$ cat src/core/irq_map_regs.vh
// Constants for the interrupt request and vector map block.
// Assumes a 32-bit classic Wishbone slave with word-aligned registers.
`ifndef IRQ_MAP_REGS_VH
`define IRQ_MAP_REGS_VH

// Register byte offsets.
`define REG_FLAG        8'h00
`define REG_ENABLE      8'h04
`define REG_CTRL        8'h08
`define REG_STATUS      8'h0c
`define REG_IRQ_STAT    8'h10
`define REG_IRQ_MASK    8'h14

// Control register fields.
`define CTRL_GIE_BIT    0
`define CTRL_SPLIT_BIT  1

// Status event fields.
`define EV_REQ_BIT      0
`define EV_NMI_BIT      1

// Reset values.
`define FLAG_RESET      26'h0000000
`define ENABLE_RESET    26'h0000000
`define CTRL_RESET      2'h0

// Vector numbers.
`define VEC_RESET       5'h00
`define VEC_NMI         5'h01
`define VEC_PORT_C      5'h05
`define VEC_TA_HIGH_UNF 5'h09
`define VEC_LAST        5'h19
`define VEC_COUNT       26
`define PORT_C_MIN_PINS 20

`endif

$ cat src/core/vector_pick.v
// Lowest-numbered pending vector finder.
// Assumes pending bits are already gated by enables and global enable.
`timescale 1ns/10ps
module vector_pick #(
  parameter N = 26
) (
  // Pending requests
  input  wire [N-1:0] pending_i,
  // Chosen vector
  output reg          any_o,
  output reg  [4:0]   vec_o
);
  integer k;
  always @* begin
    any_o = 1'b0;
    vec_o = 5'h00;
    // Scanning downward lets the lowest pending index win.
    for (k = N - 1; k >= 0; k = k - 1) begin
      if (pending_i[k]) begin
        any_o = 1'b1;
        vec_o = k[4:0];
      end
    end
  end
endmodule // vector_pick

$ cat src/core/irq_vector_map.v
// Interrupt request former and vector map for the on-chip peripherals.
// Assumes one 40 MHz clock, synchronous reset and a classic Wishbone
// master; peripheral event inputs are one-cycle pulses on clk_i.
// How it works
// - Peripheral event sets its flag bit
// - Software writes and holds each enable bit
// - Request only when enable and flag set
// - Request holds until flag is cleared
// - Global enable gates all maskable requests
// - One source per vector, address equals number
// - Vector 1 is unmasked memory scan interrupt
// - Vectors 2-5: monitor, ports A, B, C
// - Vectors 6, 7: counter and periodic timer
// - Vector 8/9: timer A overflow or split underflows
// - Vectors 10-12: timer A compare channels
// - Vector 13 timer B, 14-15 timer D
// - Vectors 16-18: comparator, converter result, window
// - Vectors 19-21: two-wire client, host, SPI
// - Vectors 22-24: serial receive, empty, transmit
// - Vector 25 is EEPROM ready
// - Port C vector only with 20+ pins
`timescale 1ns/10ps
`include "irq_map_regs.vh"
module irq_vector_map #(
  parameter PIN_COUNT = 24
) (
  // Clock and reset
  input  wire        clk_i,
  input  wire        rst_i,
  // Wishbone slave
  input  wire        cyc_i,
  input  wire        stb_i,
  input  wire        we_i,
  input  wire [7:0]  adr_i,
  input  wire [3:0]  sel_i,
  input  wire [31:0] dat_i,
  output reg  [31:0] dat_o,
  output reg         ack_o,
  // Peripheral event pulses
  input  wire        memory_scan_nonmaskable_vec_i,
  input  wire        voltage_level_monitor_vec_i,
  input  wire        port_a_pin_vec_i,
  input  wire        port_b_pin_vec_i,
  input  wire        port_c_pin_vec_i,
  input  wire        realtime_counter_vec_i,
  input  wire        periodic_timer_vec_i,
  input  wire        timer_a_overflow_vec_i,
  input  wire        timer_a_low_underflow_vec_i,
  input  wire        timer_a_high_underflow_vec_i,
  input  wire [2:0]  timer_a_compare_vec_i,
  input  wire [2:0]  timer_a_low_compare_vec_i,
  input  wire        timer_b_capture_vec_i,
  input  wire        timer_d_overflow_vec_i,
  input  wire        timer_d_trigger_vec_i,
  input  wire        comparator_vec_i,
  input  wire        converter_result_vec_i,
  input  wire        converter_window_vec_i,
  input  wire        two_wire_client_vec_i,
  input  wire        two_wire_host_vec_i,
  input  wire        serial_periph_vec_i,
  input  wire        serial_port_rx_done_vec_i,
  input  wire        serial_port_tx_empty_vec_i,
  input  wire        serial_port_tx_done_vec_i,
  input  wire        eeprom_ready_vec_i,
  // Processor core side
  input  wire        ack_vec_i,
  output reg         req_o,
  output reg  [4:0]  vec_o,
  output reg  [4:0]  word_addr_o,
  output reg         nmi_o,
  output wire        irq_o
);
  localparam N = `VEC_COUNT;
  localparam [0:0] HAS_PORT_C = (PIN_COUNT >= `PORT_C_MIN_PINS);

  reg  [N-1:0] peripheral_flag_register;
  reg  [N-1:0] peripheral_enable_register;
  reg  [1:0]   ctrl;
  reg  [1:0]   irq_stat;
  reg  [1:0]   irq_mask;
  reg  [N-1:0] event_in;
  reg  [N-1:0] exist;
  reg  [N-1:0] next_flag;
  wire [N-1:0] pending;
  wire [N-1:0] gated;
  wire         any_pending;
  wire [4:0]   pick_vec;
  wire         split = ctrl[`CTRL_SPLIT_BIT];
  wire         gie = ctrl[`CTRL_GIE_BIT];
  // A write lands at the edge where the master samples ack high, so a
  // request that is still held over its wait state is applied only once.
  wire         wr = cyc_i & stb_i & we_i & ack_o;
  wire         rd = cyc_i & stb_i & ~we_i & ~ack_o;
  wire [N-1:0] wdat = dat_i[N-1:0];
  wire [N-1:0] lane_mask = {{2{sel_i[3]}}, {8{sel_i[2]}}, {8{sel_i[1]}},
                            {8{sel_i[0]}}};

  // Fixed source to vector wiring; vector 0 is reset and has no flag.
  always @* begin
    event_in     = {N{1'b0}};
    event_in[1]  = memory_scan_nonmaskable_vec_i;
    event_in[2]  = voltage_level_monitor_vec_i;
    event_in[3]  = port_a_pin_vec_i;
    event_in[4]  = port_b_pin_vec_i;
    event_in[5]  = port_c_pin_vec_i & HAS_PORT_C;
    event_in[6]  = realtime_counter_vec_i;
    event_in[7]  = periodic_timer_vec_i;
    // Split mode changes which timer A event owns vectors 8 to 12.
    event_in[8]  = split ? timer_a_low_underflow_vec_i
                         : timer_a_overflow_vec_i;
    event_in[9]  = split & timer_a_high_underflow_vec_i;
    event_in[12:10] = split ? timer_a_low_compare_vec_i
                            : timer_a_compare_vec_i;
    event_in[13] = timer_b_capture_vec_i;
    event_in[14] = timer_d_overflow_vec_i;
    event_in[15] = timer_d_trigger_vec_i;
    event_in[16] = comparator_vec_i;
    event_in[17] = converter_result_vec_i;
    event_in[18] = converter_window_vec_i;
    event_in[19] = two_wire_client_vec_i;
    event_in[20] = two_wire_host_vec_i;
    event_in[21] = serial_periph_vec_i;
    event_in[22] = serial_port_rx_done_vec_i;
    event_in[23] = serial_port_tx_empty_vec_i;
    event_in[24] = serial_port_tx_done_vec_i;
    event_in[25] = eeprom_ready_vec_i;
  end

  // Vectors with a source in this build and split mode; others never hold a flag bit.
  always @* begin
    exist    = {N{1'b1}};
    exist[0] = 1'b0;
    exist[5] = HAS_PORT_C;
    exist[9] = split;
  end

  // A write of one clears a flag, but an event in the same cycle wins.
  always @* begin
    next_flag = peripheral_flag_register;
    if (wr && adr_i == `REG_FLAG)
      next_flag = next_flag & ~(wdat & lane_mask);
    next_flag = (next_flag | event_in) & exist;
  end

  always @(posedge clk_i) begin
    if (rst_i) begin
      peripheral_flag_register   <= `FLAG_RESET;
      peripheral_enable_register <= `ENABLE_RESET;
      ctrl                       <= `CTRL_RESET;
    end else begin
      peripheral_flag_register <= next_flag;
      if (wr && adr_i == `REG_ENABLE)
        peripheral_enable_register <= (peripheral_enable_register &
          ~lane_mask) | (wdat & lane_mask & exist);
      if (wr && adr_i == `REG_CTRL && sel_i[0])
        ctrl <= dat_i[1:0];
    end
  end

  // Vector 1 bypasses the enables and the global enable.
  assign pending = peripheral_flag_register &
                   (peripheral_enable_register |
                    {{(N-2){1'b0}}, 2'b10});
  assign gated = pending &
                 ({N{gie}} | {{(N-2){1'b0}}, 2'b10});

  vector_pick #(
    .N (N)
  ) u_pick (
    .pending_i (gated),
    .any_o     (any_pending),
    .vec_o     (pick_vec)
  );

  // Request lines are registered so the core sees a steady level.
  always @(posedge clk_i) begin
    if (rst_i) begin
      req_o       <= 1'b0;
      vec_o       <= `VEC_RESET;
      word_addr_o <= `VEC_RESET;
      nmi_o       <= 1'b0;
    end else begin
      req_o       <= any_pending;
      vec_o       <= pick_vec;
      word_addr_o <= pick_vec;
      nmi_o       <= gated[1];
    end
  end

  // Status events: new request taken by the core, and nonmaskable seen.
  always @(posedge clk_i) begin
    if (rst_i) begin
      irq_stat <= 2'h0;
      irq_mask <= 2'h0;
    end else begin
      if (wr && adr_i == `REG_IRQ_MASK && sel_i[0])
        irq_mask <= dat_i[1:0];
      irq_stat <= (irq_stat &
        ~((wr && adr_i == `REG_IRQ_STAT && sel_i[0]) ? dat_i[1:0] : 2'h0))
        | {event_in[1], req_o & ack_vec_i};
    end
  end
  assign irq_o = |(irq_stat & irq_mask);

  // Single-cycle answer; unmapped addresses read zero and are acked.
  always @(posedge clk_i) begin
    if (rst_i) begin
      ack_o <= 1'b0;
      dat_o <= 32'h00000000;
    end else begin
      ack_o <= cyc_i & stb_i & ~ack_o;
      dat_o <= 32'h00000000;
      if (rd) begin
        case (adr_i)
          `REG_FLAG:     dat_o <= {6'h00, peripheral_flag_register};
          `REG_ENABLE:   dat_o <= {6'h00, peripheral_enable_register};
          `REG_CTRL:     dat_o <= {30'h00000000, ctrl};
          `REG_STATUS:   dat_o <= {21'h000000, nmi_o, pick_vec,
                                   any_pending, 4'h0};
          `REG_IRQ_STAT: dat_o <= {30'h00000000, irq_stat};
          `REG_IRQ_MASK: dat_o <= {30'h00000000, irq_mask};
          default:       dat_o <= 32'h00000000;
        endcase
      end
    end
  end
endmodule // irq_vector_map

$ cat config.mk
export PLATFORM = sky130hd
export DESIGN_NAME = irq_vector_map
export DESIGN_NICKNAME = d
export VERILOG_FILES = /design/src/core/vector_pick.v /design/src/core/irq_vector_map.v
export VERILOG_INCLUDE_DIRS = /design/src /design/src/core
export SDC_FILE = /design/constraint.sdc
export NUM_CORES = 1
export LEC_CHECK = 0
export BUFFER_PORTS_ARGS = -buffer_cell sky130_fd_sc_hd__buf_2
export CAP_MARGIN = 20
export CORE_ASPECT_RATIO = 1.75
export CORE_MARGIN = 2
export CORE_UTILIZATION = 40
export DETAILED_ROUTE_END_ITERATION = 16
export PLACE_DENSITY = 0.75
export RECOVER_POWER = 100
export SLEW_MARGIN = 5
export SYNTH_ARGS = -nofsm -noshare
export SYNTH_HDL_FRONTEND = slang
export SYNTH_SLANG_ARGS = --single-unit
export TNS_END_PERCENT = 5
$ cat constraint.sdc
create_clock -name clk_i -period 6.1 [get_ports clk_i]
set_clock_uncertainty 0.15 [all_clocks]
set_input_delay 1.83 -clock clk_i [delete_from_list [all_inputs] [get_ports clk_i]]
set_output_delay 1.83 -clock clk_i [all_outputs]
set_load 0.005 [all_outputs]
---- After elaboration in Yosys (flattened, before gate mapping) ----
Index checks and enable logic that the tools add are counted.
word-level totals
  output and inout port bits .............. 46
  register bits ........................... 98
  logic and storage cells ................. 109
  input port bits ......................... 79
cells by class
  multiplexer cells ....................... 57
  reductions and logical operators ........ 11
  equal/unequal tests ..................... 5
  bitwise operators ....................... 26
operator list
  operator                                       number
  bitwise AND 26 bit                             7
  one-hot mux 26 bit (6 select lines)            1
  two-way mux 5 bit                              26
  NOT 26 bit                                     2
  bitwise OR 26 bit                              2
  two-way mux 1 bit                              27
  two-way mux 26 bit                             1
  == test 8 x 4 -> 1 bit, second input constant  2
  == test 8 x 5 -> 1 bit, second input constant  2
  bitwise AND 1 bit                              8
  == test 8 x 3 -> 1 bit, second input constant  1
  logical AND 1 bit                              8
  zero test 8 bit                                1
  bitwise AND 2 bit                              2
  OR reduction 2 bit                             2
  two-way mux 3 bit                              1
  NOT 1 bit                                      3
  two-way mux 2 bit                              1
  NOT 2 bit                                      1
  bitwise OR 2 bit                               1

---- Longest topological paths before layout ----
  word-level depth ........................ 29
  gate-level depth with buffers ........... 9
  gate-level depth less buffers ........... 6

---- Cells and area by module ----
Synthesis repeated with hierarchy kept, for this count alone.
second synthesis, totals
  cell total of the unflattened synthesis .. 458
  area total of the unflattened synthesis .. 4141.5 um^2
modules (own cells, without submodules)
  module          sequential area each (um^2)  cells each  instances  area each (um^2)
  irq_vector_map  1821.7                       402         1          3836.2
  vector_pick     0.0                          56          1          305.3

---- Worst setup path after synthesis ----
OpenSTA, ideal clock, no wires.
  kind .................................... input-to-reg
  from .................................... input adr_i[1]
  to ...................................... register with a tool-made name
  library setup time ...................... 0.128 ns
  buffers on the path ..................... 0
  path slack .............................. 2.855 ns
  stages .................................. 6
  required time ........................... 5.822 ns
  data arrival time ....................... 2.968 ns
  cell sequence ........................... nor3_4 > nand2_2 > nor4b_4 > and3_1 > mux2i_1 > nor2_1
RTL lines
  item             RTL line             RTL
  start, declared  irq_vector_map.v:34  input wire [7:0] adr_i,

==> results.cfg <==
[status]
outcome = finished with violations
violations = max-capacitance violations, max-slew violations

[floorplan]
die_y_um = 136
io_pins = 125
start_util = 0.407
num_rows = 48
dieArea_mm2 = 0.0107
core_mm2 = 0.00973
dieWidth_um = 79.2

[cts]
cts-htree-levels = 3
post_cts_resized = 0
clk_latency_ns = 0.34
post_cts.repair.setup_buffers = 0
cts_buffers = 9
cts.sinks = 91
cts-root-buf = clkbuf_16
clkTransAtPathRegs_ns = 0.06
clockBufferDepth = 2
ctsHoldBuffers = 0
cts_tree = done

[critical_path]
worstPathMaxFanout = 8
critPathRequiredTime_ns = 6.14
arrival_ns = 4.63
critPathKind = input pin to flop
worstSetupStartpointType = input pin
end_kind = flop

[grt]
antenna_found_initial = 0
grt_pass1_wl_um = 17100
grt-ovfl-total = 0
first_global_vias = 3662
grt_max_degree = 66
grtUsageTotal = 0.201

[layout]
area_growth_pct = 20.0
antenna_cells = 0
layout.nets = 654
drive_above_1_share = 0.202
mostFrequentLayoutCells = nand2_1 (101), buf_2 (99), dfxtp_1 (91), a21oi_1 (65), nor2_1 (54)
final_cells = 705
final_common_cell = nand2_1
postLayoutCoreUtil = 0.488

[drt]
dr.first_iter.drc_count = 224
wl_met3_um = 623
routed-via-count = 3822
top_layer = met4
drt-total-wl_um = 10600
wire_per_inst_um = 15.0
viasPerCell = 5.42
drc = 0
wl_met2_um = 5510
met1Wirelength_um = 4090
postRouteAntennaNets = 0
drt_pass1_iterations = 5

[pwr]
p_leak_nw = 1.81
ir_worst_vdd_v = 0.000201
power_density_mw_per_mm2 = 266

[synthesis]
synth-async-reset-ratio = 0
netlist_area_mm2 = 0.00396
synth_seq_area_share = 0.460
syn_area_per_cell_um2 = 8.23
yosys_warnings = 0
synthDistinctLibCells = 46
ys_ff_latch = 91
synthCells = 481
synth_edf_count = 0
ys.flop_type = dfxtp_1

[place]
routabilityCongestion = 0.918
dp_slack_ns = 2.22
place_inst = 689
portBuffers = 112
hpwl_um = 7770

[timing]
rsz0062_at_grt = no
setup_slack_ns = 1.52
worst_slew_pin_slew_ns = 1.55
setup_tns_ns = 0
setup_violations = 0
timing.final.crit_period_ns = 4.58
hold_ws_ns = 0.292
finalHoldViolCount = 0
fmax_mhz = 218
finalCritPeriodShare = 0.751
slew_headroom = -0.0479
maxSlewViolCount = 8

[run]
drv_cap = 1

[hold_path]
min_path_type = flop to flop
-- worst max-delay path, cell delays in order --
cell and delay (ns):
buf_2 0.10, nor3_1 0.37, nand2_1 0.21, nor4b_1 1.27, nand3_1 0.56, nand2_1 0.21
a21oi_1 0.08
-- power by group --
part            total, W  leakage, nW  internal, W  switching, W
Combinational  0.0000606        0.918    0.0000280     0.0000326
Sequential      0.000625        0.742     0.000608     0.0000170
Clock           0.000578        0.150     0.000358      0.000220
Total            0.00126         1.81     0.000993      0.000270
-- kinds of logic (layout without fill, tap and decap cells) --
family	after synthesis	count (layout)	share of synthesized area
multiplexers	11	11	0.0278
other	1	6	0.000947
flip-flops	91	91	0.460
AO/OA/AOI/OAI	137	137	0.223
buffers and inverters	39	133	0.0547
AND/OR/NAND/NOR	202	202	0.233
-- layer usage --
layer / vias up / track usage
met3: 31 / 0.0380
met4: 0 / 0.0967
met5: - / 0
li1: 1876 / -
met1: 1749 / 0.225
met2: 166 / 0.359
-- metrics by stage --
step	total power, W	instance area [µm²]
floorplan	0.000664	3980
global placement	0.000697	4510
detailed placement	0.000700	4510
CTS	0.00127	4820
global route	0.00130	4750
finish	0.00126	4750
-- Yosys cell counts, types with 8 or more instances --
library cell	instances	area (µm²)
a21oi_1	64	320
a22o_1	14	123
a22oi_1	32	240
and3_1	8	50.1
buf_2	11	55.1
buf_4	15	113
clkbuf_1	12	45.0
dfxtp_1	91	1820
mux2i_1	11	110
nand2_1	100	375
nand3_1	12	60.1
nor2_1	54	203
-- final timing paths --
check / start / end / slack [ns] / depth (start not counted)
max: adr_i[1] / flop / 1.52 / 7
min: ack_o / ack_o / 0.29 / 1
max reg2reg: ctrl[0] / dat_o[7] / 3.87 / 6
min reg2reg: ack_o / ack_o / 0.29 / 1
-- layout make-up --
cell class	count	area, µm²
Clock inverter	5	77.6
Fill cell	970	4980
Sequential cell	91	1820
Clock buffer	11	233
Multi-Input combinational cell	356	1890
Timing Repair Buffer	116	567
Inverter	1	3.75
Tap cell	125	156
Power figures use the tool's default switching activity.
